## config.mk

```make
export PLATFORM = sky130hd
export DESIGN_NAME = msc_sequencer
export DESIGN_NICKNAME = d
export VERILOG_FILES = /design/src/rtl/msc_pkg.sv /design/src/rtl/msc_ll_if.sv /design/src/rtl/msc_light_load.sv /design/src/rtl/msc_sequencer.sv
export SDC_FILE = /design/constraint.sdc
export NUM_CORES = 1
export LEC_CHECK = 0
export BUFFER_PORTS_ARGS = -buffer_cell sky130_fd_sc_hd__buf_2
export CAP_MARGIN = 20
export CORE_UTILIZATION = 45
export DETAILED_ROUTE_END_ITERATION = 8
export GPL_ROUTABILITY_DRIVEN = 0
export PLACE_DENSITY = 0.75
export SETUP_SLACK_MARGIN = 0.15
export SYNTH_ARGS = -nofsm -noshare
export SYNTH_HDL_FRONTEND = slang
export SYNTH_SLANG_ARGS = --single-unit
```

## constraint.sdc

```tcl
create_clock -name clk_i -period 2 [get_ports clk_i]
set_input_delay 0.1 -clock clk_i [delete_from_list [all_inputs] [get_ports clk_i]]
set_output_delay 0.1 -clock clk_i [all_outputs]
set_load 0.05 [all_outputs]
```

## src/rtl/msc_pkg.sv

```systemverilog
// Package with register map, field positions, timing and states of the monitor ADC sequencer
//
// Behaviour
// - Each enabled channel is converted in at most 25 ms.
// - A conversion set visits only the enabled channels, so it lasts 25 ms times the enabled channel count.
// - With the repeat-mode bit at 0 one set is run after a start request and the results are then published.
// - With the repeat-mode bit at 1 a complete set is run and the results are refreshed once every second.
// - Conversion begins when the start bit (bit 14) is written to 1 and never runs while it is 0.
// - In one-shot mode the device clears the start bit itself once the set has completed.
// - The range select bit picks 2.04 V at 8 mV per step (0) or 3.06 V at 12 mV per step (1, default) for two channels.
// - Channels are read in the order battery, system voltage, charge, discharge, input current, power, bus, comparator.
// - Bits 7 to 0 each enable one channel with 1, disable with 0, and reset to 0.
// - The converter stays inactive whenever low power mode is active, whatever enable and start say.
// - With the light-load exit bit set in pass-through, input current below the low threshold for over 500 us exits to buck-boost.
// - After such an exit, input current above the high threshold for over 500 us returns to pass-through automatically.
// - The configuration register resets to 2000h with reserved bits 11 to 8 at zero.
package msc_pkg;

  localparam logic [7:0]  ADC_CONFIGURATION_ADDR = 8'h35;
  localparam logic [15:0] ADC_CONFIGURATION_RST  = 16'h2000;

  localparam int REPEAT_MODE_BIT  = 15;
  localparam int START_BIT        = 14;
  localparam int RANGE_SELECT_BIT = 13;
  localparam int LIGHT_EXIT_BIT   = 12;
  localparam int CHAN_EN_LSB      = 0;
  localparam int CHAN_EN_MSB      = 7;

  localparam int CLK_HZ        = 20_000_000;
  localparam int CONV_TIME_MS  = 25;
  localparam int PERIOD_TIME_S = 1;
  localparam int DWELL_TIME_US = 500;

  // Longest times round down, least times round up
  localparam int CONV_CYC   = CLK_HZ / 1000 * CONV_TIME_MS;
  localparam int PERIOD_CYC = CLK_HZ * PERIOD_TIME_S;
  localparam int DWELL_CYC  = (CLK_HZ / 1000 * DWELL_TIME_US + 999) / 1000;

  localparam int CNT_W   = 25;
  localparam int DWELL_W = 16;

  typedef enum logic [1:0]
  {
    SEQ_IDLE = 2'b00,
    SEQ_CONV = 2'b01,
    SEQ_WAIT = 2'b11
  } msc_seq_e;

  typedef enum logic [2:0]
  {
    CH_BATTERY      = 3'h0,
    CH_SYSTEM_VOLT  = 3'h1,
    CH_CHARGE_CURR  = 3'h2,
    CH_DISCHG_CURR  = 3'h3,
    CH_INPUT_CURR   = 3'h4,
    CH_SYSTEM_POWER = 3'h5,
    CH_BUS_VOLT     = 3'h6,
    CH_COMPARATOR   = 3'h7
  } msc_chan_e;

endpackage

```

## src/rtl/msc_ll_if.sv

```systemverilog
// Interface between the sequencer top and the light-load exit filter
`timescale 1ns/1ps
interface msc_ll_if;
  logic enable;
  logic ptm_active;
  logic iin_below;
  logic iin_above;
  logic exit_active;

  modport ctrl
  (
    output enable,
    output ptm_active,
    output iin_below,
    output iin_above,
    input  exit_active
  );

  modport filt
  (
    input  enable,
    input  ptm_active,
    input  iin_below,
    input  iin_above,
    output exit_active
  );
endinterface

```

## src/rtl/msc_light_load.sv

```systemverilog
// Light-load exit filter that drops pass-through operation into buck-boost and back
`timescale 1ns/1ps
module msc_light_load
#(
  parameter int DWELL_CYC = msc_pkg::DWELL_CYC
)
(
  input  wire logic clk_i,
  input  wire logic arst_n_i,
  msc_ll_if.filt    ll
);
  import msc_pkg::*;

  logic [DWELL_W-1:0] dwell_r;
  logic               exit_r;
  logic               cond;

  // Current that qualifies for the next transition depends on the present direction
  assign cond = exit_r ? ll.iin_above : ll.iin_below;

  always_ff @(posedge clk_i or negedge arst_n_i)
  begin
    if (!arst_n_i)
    begin
      dwell_r <= '0;
      exit_r  <= 1'b0;
    end
    else if (!ll.enable || !ll.ptm_active)
    begin
      // Feature off or pass-through not selected: nothing to exit from
      dwell_r <= '0;
      exit_r  <= 1'b0;
    end
    else if (!cond)
    begin
      dwell_r <= '0;
    end
    else if (dwell_r == DWELL_W'(DWELL_CYC))
    begin
      // Condition held for more than the dwell time
      exit_r  <= ~exit_r;
      dwell_r <= '0;
    end
    else
    begin
      dwell_r <= dwell_r + DWELL_W'(1);
    end
  end

  assign ll.exit_active = exit_r;

endmodule

```

## src/rtl/msc_sequencer.sv

```systemverilog
// Monitor ADC sequencer with its configuration register and light-load exit control
`timescale 1ns/1ps
module msc_sequencer
#(
  parameter int CONV_CYC   = msc_pkg::CONV_CYC,
  parameter int PERIOD_CYC = msc_pkg::PERIOD_CYC,
  parameter int DWELL_CYC  = msc_pkg::DWELL_CYC
)
(
  input  wire logic        clk_i,
  input  wire logic        arst_n_i,
  input  wire logic        reg_wr_i,
  input  wire logic [7:0]  reg_addr_i,
  input  wire logic [15:0] reg_wdata_i,
  output logic      [15:0] reg_rdata_o,
  input  wire logic        low_power_i,
  input  wire logic        ptm_active_i,
  input  wire logic        iin_below_exit_i,
  input  wire logic        iin_above_return_i,
  output logic             adc_active_o,
  output msc_pkg::msc_chan_e adc_chan_o,
  output logic             chan_sample_o,
  output logic             results_update_o,
  output logic             range_select_o,
  output logic             passthru_exit_o
);
  import msc_pkg::*;

  logic [15:0]      cfg_r;
  logic [15:0]      rdata_r;
  msc_seq_e         state_r;
  logic [2:0]       chan_r;
  logic [CNT_W-1:0] conv_cnt_r;
  logic [CNT_W-1:0] period_cnt_r;
  logic             sample_r;
  logic             update_r;
  logic [1:0]       below_sync_r;
  logic [1:0]       above_sync_r;

  logic       cfg_hit;
  logic [7:0] chan_en;
  logic       start;
  logic       repeat_mode;
  logic       go;
  logic       conv_last;
  logic       period_end;
  logic [3:0] first_chan;
  logic [3:0] after_chan;
  logic       set_done;

  msc_ll_if ll_if ();

  // Lowest enabled channel at or above 'from'; bit 3 flags that one exists
  function automatic logic [3:0] next_chan(input logic [7:0] en, input logic [3:0] from);
    logic [3:0] res;
    res = 4'h0;
    for (int i = 7; i >= 0; i--)
    begin
      if (en[i] && (4'(i) >= from))
      begin
        res = {1'b1, 3'(i)};
      end
    end
    return res;
  endfunction

  assign cfg_hit     = reg_wr_i && (reg_addr_i == ADC_CONFIGURATION_ADDR);
  assign chan_en     = cfg_r[CHAN_EN_MSB:CHAN_EN_LSB];
  assign start       = cfg_r[START_BIT];
  assign repeat_mode = cfg_r[REPEAT_MODE_BIT];
  assign go          = start && !low_power_i;
  assign conv_last   = (conv_cnt_r == CNT_W'(CONV_CYC - 1));
  assign period_end  = (period_cnt_r >= CNT_W'(PERIOD_CYC - 1));
  // Fixed visiting order is the channel index order, skipping disabled ones
  assign first_chan  = next_chan(chan_en, 4'h0);
  assign after_chan  = next_chan(chan_en, {1'b0, chan_r} + 4'h1);

  // A set ends after the last enabled channel, or at once when none is enabled
  always_comb
  begin
    set_done = 1'b0;
    case (state_r)
      SEQ_IDLE: set_done = go && !first_chan[3];
      SEQ_CONV: set_done = go && conv_last && !after_chan[3];
      SEQ_WAIT: set_done = go && period_end && !first_chan[3];
      default:  set_done = 1'b0;
    endcase
  end

  // Configuration register
  always_ff @(posedge clk_i or negedge arst_n_i)
  begin
    if (!arst_n_i)
    begin
      cfg_r <= ADC_CONFIGURATION_RST;
    end
    else if (cfg_hit)
    begin
      // A host write in the completion cycle wins, so a fresh start is not lost
      cfg_r <= reg_wdata_i;
    end
    else if (set_done && !repeat_mode)
    begin
      cfg_r[START_BIT] <= 1'b0;
    end
  end

  // Read data is the register itself; other addresses read zero
  always_ff @(posedge clk_i or negedge arst_n_i)
  begin
    if (!arst_n_i)
    begin
      rdata_r <= '0;
    end
    else
    begin
      rdata_r <= (reg_addr_i == ADC_CONFIGURATION_ADDR) ? cfg_r : 16'h0000;
    end
  end

  // Conversion sequencer
  always_ff @(posedge clk_i or negedge arst_n_i)
  begin
    if (!arst_n_i)
    begin
      state_r      <= SEQ_IDLE;
      chan_r       <= 3'h0;
      conv_cnt_r   <= '0;
      period_cnt_r <= '0;
    end
    else
    begin
      case (state_r)
        SEQ_IDLE:
        begin
          if (go)
          begin
            period_cnt_r <= '0;
            conv_cnt_r   <= '0;
            chan_r       <= first_chan[2:0];
            if (first_chan[3])
            begin
              state_r <= SEQ_CONV;
            end
            else if (repeat_mode)
            begin
              state_r <= SEQ_WAIT;
            end
          end
        end
        SEQ_CONV:
        begin
          period_cnt_r <= period_cnt_r + CNT_W'(1);
          if (!go)
          begin
            // Low power or a cleared start aborts the set
            state_r <= SEQ_IDLE;
          end
          else if (conv_last)
          begin
            conv_cnt_r <= '0;
            if (after_chan[3])
            begin
              chan_r <= after_chan[2:0];
            end
            else if (repeat_mode)
            begin
              state_r <= SEQ_WAIT;
            end
            else
            begin
              state_r <= SEQ_IDLE;
            end
          end
          else
          begin
            conv_cnt_r <= conv_cnt_r + CNT_W'(1);
          end
        end
        SEQ_WAIT:
        begin
          if (!go || !repeat_mode)
          begin
            state_r <= SEQ_IDLE;
          end
          else if (period_end)
          begin
            // Sets start one period apart, measured from the previous start
            period_cnt_r <= '0;
            conv_cnt_r   <= '0;
            chan_r       <= first_chan[2:0];
            if (first_chan[3])
            begin
              state_r <= SEQ_CONV;
            end
          end
          else
          begin
            period_cnt_r <= period_cnt_r + CNT_W'(1);
          end
        end
        default:
        begin
          state_r <= SEQ_IDLE;
        end
      endcase
    end
  end

  // Result strobes
  always_ff @(posedge clk_i or negedge arst_n_i)
  begin
    if (!arst_n_i)
    begin
      sample_r <= 1'b0;
      update_r <= 1'b0;
    end
    else
    begin
      sample_r <= (state_r == SEQ_CONV) && go && conv_last;
      update_r <= set_done;
    end
  end

  // Comparator levels come from the analog side and are synchronised
  always_ff @(posedge clk_i or negedge arst_n_i)
  begin
    if (!arst_n_i)
    begin
      below_sync_r <= 2'b00;
      above_sync_r <= 2'b00;
    end
    else
    begin
      below_sync_r <= {below_sync_r[0], iin_below_exit_i};
      above_sync_r <= {above_sync_r[0], iin_above_return_i};
    end
  end

  assign ll_if.enable     = cfg_r[LIGHT_EXIT_BIT];
  assign ll_if.ptm_active = ptm_active_i;
  assign ll_if.iin_below  = below_sync_r[1];
  assign ll_if.iin_above  = above_sync_r[1];

  msc_light_load
  #(
    .DWELL_CYC (DWELL_CYC)
  )
  u_light_load
  (
    .clk_i    (clk_i),
    .arst_n_i (arst_n_i),
    .ll       (ll_if.filt)
  );

  assign reg_rdata_o      = rdata_r;
  assign adc_active_o     = (state_r == SEQ_CONV);
  assign adc_chan_o       = msc_chan_e'(chan_r);
  assign chan_sample_o    = sample_r;
  assign results_update_o = update_r;
  assign range_select_o   = cfg_r[RANGE_SELECT_BIT];
  assign passthru_exit_o  = ll_if.exit_active;

endmodule

```

==> results of run 1 <==
-- what timing repair did --
item | 4_1_cts | 5_1_grt
cloned | 4 | 0
hold endpoints to repair | 56 | 0
hold buffers | 19 | 0
resized for setup | 85 | 33
pin swaps | 39 | 19
buffers inserted | 18 | 17
endpoints found under the setup margin | 73 | 61
-- how the worst max path moves through the flow --
stage	to	depth (start not counted)
CTS	state_r[1]	8
detailed placement	state_r[1]	7
global route	state_r[0]	10
global placement	adc_chan_o[2]	7
finish	state_r[0]	8
floorplan	adc_chan_o[0]	8
-- routing by layer --
| metal | share of wire [%] | track usage, % |
|---|---|---|
| met1 | 38 | 30.8 |
| met2 | 53 | 48.6 |
| met3 | 5.4 | 4.94 |
| met4 | 3.3 | 13.6 |
| met5 | 0 | 0 |
-- where the power goes --
part	total [mW]	internal (mW)	leakage (nW)	switching [mW]
logic	3.63	1.66	2.50	1.97
registers	2.50	2.34	1.51	0.168
clock network	1.80	0.983	0.138	0.820
-- worst min-delay path: cells and delay by family --
family | cells | cell delay (ns)
AO/OA/AOI/OAI | 1 | 0.13
buffers and inverters | 1 | 0.08
multiplexers | 1 | 0.06
-- state kept, by name, summed over array words and instances, names as in the netlist --
register	count
results_update_o	1
reg_rdata_o	16
u_light_load.ll.exit_active	1
above_sync_r	2
chan_sample_o	1
period_cnt_r	25
conv_cnt_r	25
adc_chan_o	3
u_light_load.dwell_r	16
cfg_r	16
state_r	2
below_sync_r	2
-- per-stage QoR --
stage / hold WS (ns) / power (mW) / setup TNS [ns] / instance area, um^2
2_1_floorplan: -0.196 / 4.24 / -0.848 / 6200
3_3_place_gp: 0.126 / 5.19 / -2.27 / 7470
3_5_place_dp: 0.132 / 5.29 / -4.25 / 7470
4_1_cts: 0.0401 / 7.69 / -2.37 / 8570
5_1_grt: 0.100 / 8.30 / -10.36 / 8860
6_report: 0.0471 / 7.94 / -5.80 / 8860
-- cells in the mapped netlist, types with 5 or more instances --
cell type	n
a211o_1	14
a21o_1	7
a21oi_1	14
and2_1	21
and3_1	23
and4_1	9
buf_2	12
clkbuf_1	11
dfrtp_1	109
ha_1	13
inv_1	15
mux2_2	16
nand2_1	42
nand2b_1	6
nand3_1	30
nand4_1	15
nor2_1	45
nor2b_1	5
nor3_1	15
nor4_1	19
nor4b_1	8
o21ai_0	15
o31ai_1	8
or3_1	8
xnor2_1	7
xor2_1	23
-- cell families (layout without fill, tap and decap cells) --
group                      count (synthesis)  count (layout)
xor gates and xnor gates                  30              30
DFF                                      110             110
adders and majority gates                 13              13
and+or+nand+nor                          271             271
AOI/OAI and AO/OA                        112             112
buffers and inverters                     40             263
muxes                                     19              19
-- layout make-up --
cell class | count | area share, %
clock buffer | 12 | 2.67
clock inverter | 4 | 0.621
inverter | 15 | 0.635
multi-input combinational | 445 | 41.2
sequential | 110 | 31.2
tap | 172 | 2.43
timing repair buffer | 232 | 21.3
==> summary.md, run 1 <==
| Metric | Value |
|---|---|
| Initial antenna violation count | `0` |
| Failing checks | `setup timing` |
| Area Overhead vs Synth | `48.5%` |
| Post-synth top area share | `between 40% and 50%` |
| Crit path max-delay family | `simple AND/OR/NAND/NOR gates` |
| Drt via density | `just under 6` |
| Critical path startpoint | `conv_cnt_r[14]` |
| Number of buffers created by CTS | `9` |
| Mapped Avg Cell Area | `around 10 um^2` |
| Die area | `between 10,000 and 15,000 um^2` |
| DIE WIDTH | `between 100 and 150 um` |
| Final hold vios | `0` |
| Critical Path Start Type | `register` |
| Final ANT Viol Nets | `0` |
| Crit path top cell by count | `buf_4` |
| Post-Synth Simple-Gate Area | `around 26%` |
| Commonest cells after routing, fill and taps aside | `buf_4 (133), dfrtp_1 (105), buf_2 (53)` |
| Vias in the first global route | `roughly 6.1k` |
| Crit-path cells | `nor4b_2 > and4_4 > buf_4 > o211ai_1 > o31ai_4 > nand3b_1 > buf_4 > o31ai_2` |
| RSZ-0062 raised after global routing | `yes` |
| Port bufs | `54` |
| Via count of the routed design | `5,861` |
| Syn_nets | `about 640` |
| CP max FO | `3` |
| Hold path cells | `3` |
| Final Skew | `roughly 0.011 ns` |
| Chip height | `between 100 and 150 um` |
| HP Class | `input pin to register` |
| Final min period | `2.35 ns` |
| First-pass GRT wire length | `roughly 29,000 um` |
| Post-Syn Area | `between 5000 and 6000 um^2` |
| Routed wire length | `approximately 18,000 um` |
| Sink of the worst hold path | `cfg_r[14]` |
| DPL Wire Length | `11,000 um` |
| N_diodes | `0` |
| CORE AREA | `between 10,000 and 15,000 um^2` |
| Clk slew on worst S/H paths | `around 0.080 ns` |
| Final Instance Count excl. Fillers | `slightly below 1k` |
| TritonCTS clock tree | `built` |
| Synth Area in Compound Gates | `14.4%` |
| Largest net degree at the start of global routing | `between 40 and 50` |
| GR Overflow Total | `0` |
| All-Layer GR Usage | `a little over a quarter` |
| Hold path start | `reg_wdata_i[14]` |
| Register area share after synthesis | `a little under half` |
| Least-Margin Pin Slew | `between 0.7 and 0.8 ns` |
| Placed cell count | `916` |
| Final core utilization | `between 60% and 70%` |
| Initial Util | `a little under half` |
| Final Max Tran Viols | `0` |
| CP Capture Type | `register` |
| Fin worst setup slack | `-0.348 ns` |
| Worst Path Required | `~2.3 ns` |
| H-tree depth | `3` |
| Ys async rst share | `100%` |
| Top_reg_cell synth | `dfrtp_1` |
| Post-Syn Instances | `595` |
| CTS sink cnt | `110` |
| Max-slew headroom | `between 50 and 60%` |
| Synth Register Bits | `between 100 and 150` |
| CP arrival | `2.59 ns` |
| Most common cell after layout, fill and taps aside | `buf_4` |
| Pwr dens | `around 900 nW/um^2` |
| Fillers | `830` |
| Largest family of logic cells by synthesized area | `simple AND/OR/NAND/NOR gates` |
| Maximum VDD drop | `~0.58 mV` |
| FF-to-FF setup slack | `-0.35 ns` |
| Clock Tree Buf Depth | `2` |
| Fmax | `around 430 MHz` |
| Setup violators final | `between 50 and 60` |
| R2R depth | `8` |
| Latest clock arrival within the worst-skew pair | `0.36 ns` |
| Root buffer cell | `clkbuf_16` |
| Ratio of cells with drive above 1 in the final layout | `approximately 44%` |
| WS Path Type | `register to register` |
| Multi-input logic area | `between 3000 and 4000 um^2` |
| EDFF count, synth | `0` |
| Lkg Pwr | `4.14 nW` |
| WP buf/inv | `2` |
| Status | `finished with violations` |
| Leading area contributor after synthesis | `dfrtp_1` |
| Mux share of post-synthesis cell area | `3.54%` |
| Synth Area in Adders | `under 10%` |
| IO Pins | `55` |
| Period utilization | `117%` |
| Reg area | `~2800 um^2` |
| Max-cap check violation count | `0` |
| # rows | `41` |
| Worst slack at placement | `-0.276 ns` |
| CP max-delay cell | `dfrtp_1` |
| Crit path largest cell delay | `~0.40 ns` |
| Netlist cell types | `approximately 80` |
| Crit Reg-Reg Startpoint | `conv_cnt_r[14]` |
| Xor-xnor portion of the synthesized cell area | `4.40%` |
| Yosys Warn Count | `0` |
| Drt initial violations | `411` |
| Post-DR wirelength/cell | `18.5 um` |
| RR Endpoint | `state_r[0]` |
| 1st-pass router iterations | `5` |
| Nets@finish | `between 800 and 900` |
| Top cells by area, synth | `dfrtp_1 (46%), xor2_1 (3.4%), mux2_2 (3.0%)` |
| Drc violations | `0` |
Note: power is estimated with default switching activity, not from simulation.
==> run 2: changes to the inputs <==
- CELL_PAD_IN_SITES_DETAIL_PLACEMENT: not set -> 0
- CELL_PAD_IN_SITES_GLOBAL_PLACEMENT: not set -> 1
- CORE_UTILIZATION: 45 -> 42
- PLACE_DENSITY: 0.75 -> 0.85
==> run 2 against run 1 <==
Against the previous run: sequential power barely moved; largest cell class unchanged; register-to-register slack better by 0.12 ns; setup slack better by 0.12 ns; the flow still finishes with violations (setup timing); largest power group unchanged; critical endpoint is now state_r[1]; sequential share of layout area shrank 1.2 points; first-iteration DRC count fell by 0.49%; fmax increased by 5.6%; sequential cell count is the same; design area is 3.9% higher; power grew 16%; core utilization fell by 3.0 points.
==> summary.md, run 2 (synthesis results as in run 1) <==
| Metric | Value |
|---|---|
| CORE AREA | `between 10,000 and 15,000 um^2` |
| Drt initial violations | `just over 400` |
| Chip height | `121 um` |
| IO Pins | `between 50 and 60` |
| CTS sink cnt | `110` |
| Post-route cell area | `just over 9000 um^2` |
| Number of buffers created by CTS | `9` |
| Worst Path Required | `2.24 ns` |
| Fin worst setup slack | `-0.224 ns` |
| Largest net degree at the start of global routing | `42` |
| Setup violators final | `between 50 and 60` |
| Routed wire length | `18,100 um` |
| Drt via density | `between 5 and 6` |
| Port bufs | `54` |
| Hold path start | `reg_wdata_i[14]` |
| First-pass GRT wire length | `around 28,000 um` |
| Period utilization | `111%` |
| Failing checks | `setup timing` |
| DIE WIDTH | `about 120 um` |
| Final Skew | `between 0.01 and 0.015 ns` |
| Initial antenna violation count | `0` |
| RSZ-0062 raised after global routing | `yes` |
| DPL Wire Length | `10,700 um` |
| Nets@finish | `868` |
| WS Path Type | `register to register` |
| 1st-pass router iterations | `5` |
| Least-Margin Pin Slew | `0.585 ns` |
| FF-to-FF setup slack | `-0.22 ns` |
| # rows | `43` |
| Pwr dens | `1000 nW/um^2` |
| Final hold vios | `0` |
| Post-DR wirelength/cell | `between 15 and 20 um` |
| TritonCTS clock tree | `built` |
| Worst slack at placement | `-0.191 ns` |
| Commonest cells after routing, fill and taps aside | `buf_4 (137), dfrtp_1 (104), buf_2 (53)` |
| Maximum VDD drop | `0.825 mV` |
| Clock Tree Buf Depth | `2` |
| Final Max Tran Viols | `0` |
| Via count of the routed design | `5,834` |
| Initial Util | `a little over two fifths` |
| Lkg Pwr | `~4.2 nW` |
| Root buffer cell | `clkbuf_16` |
| Critical Path Start Type | `register` |
| N_diodes | `0` |
| H-tree depth | `3` |
| Ratio of cells with drive above 1 in the final layout | `47.5%` |
| Latest clock arrival within the worst-skew pair | `0.36 ns` |
| Die area | `between 10,000 and 15,000 um^2` |
| Fmax | `around 450 MHz` |
| Final ANT Viol Nets | `0` |
| Max-slew headroom | `about three fifths` |
| Status | `finished with violations` |
| Crit Reg-Reg Startpoint | `adc_chan_o[0]` |
| Biggest regs | `conv_cnt_r: 25 flops, period_cnt_r: 25 flops` |
| CP arrival | `2.47 ns` |
| CP Capture Type | `register` |
| All-Layer GR Usage | `about 24%` |
| Placed Area | `about 7500 um^2` |
| Final min period | `between 2 and 2.5 ns` |
| Area Overhead vs Synth | `54.3%` |
| Most common cell after layout, fill and taps aside | `buf_4` |
| GR Overflow Total | `0` |
| Critical path startpoint | `adc_chan_o[0]` |
| Setup TNS | `-6.80 ns` |
| HP Class | `input pin to register` |
| Vias in the first global route | `5,884` |
| Clk slew on worst S/H paths | `~0.080 ns` |
| Overall Power | `approximately 9.2 mW` |
| Drc violations | `0` |
| Final core utilization | `about two thirds` |
| CP max FO | `6` |
| Max-cap check violation count | `0` |
[run 2: final timing paths]
path,end,cells past startpoint
max in group asynchronous,conv_cnt_r[11],3
worst max-delay path,state_r[1],8
worst min-delay path,cfg_r[14],3
worst min register to register,below_sync_r[1],0
min in group asynchronous,reg_rdata_o[12],2
worst max register to register,state_r[1],8
[run 2: repair_timing]
item,4_1_cts,5_1_grt
buffers inserted,24,11
setup endpoints to repair,73,61
hold buffers,19,0
resized for setup,87,73
pin swaps,47,33
cloned,6,2
endpoints found under the hold margin,56,0
[run 2: worst max-delay path, cell delays in order (launching register included)]
cell and delay [ns]:
dfrtp_4 0.53, inv_2 0.08, ha_4 0.22, nor3b_2 0.17
a21oi_1 0.07, a22o_2 0.26, o31ai_4 0.29, nand3b_1 0.16
mux2_1 0.32
[run 2: cell type report]
type                            instances  area [um^2]
Clock buffer                            9          225
Fill cell                             952         4670
Sequential cell                       110         2770
Inverter                               15         56.3
Multi-Input combinational cell        445         3830
Timing Repair Buffer                  243         2030
Clock inverter                          7         76.3
Tap cell                              180          225
[run 2: metal layers]
metal	track usage, %	vias to the layer above	wire (um)
li1	-	2663	-
met1	28.1	2913	7250
met2	44.1	210	9590
met3	4.79	48	771
met4	9.41	0	489
met5	0	-	0
[run 2: where the power goes]
group / switching, mW / internal (mW) / total (mW)
clock network: 0.930 / 0.886 / 1.82
logic: 2.40 / 2.53 / 4.93
registers: 0.155 / 2.34 / 2.49
[run 2: per-stage QoR]
step / cells / hold WS (ns)
finish: 1009 / 0.0509
floorplan: 595 / -0.196
global route: 1009 / 0.0953
global placement: 931 / 0.114
detailed placement: 931 / 0.131
CTS: 996 / 0.0383
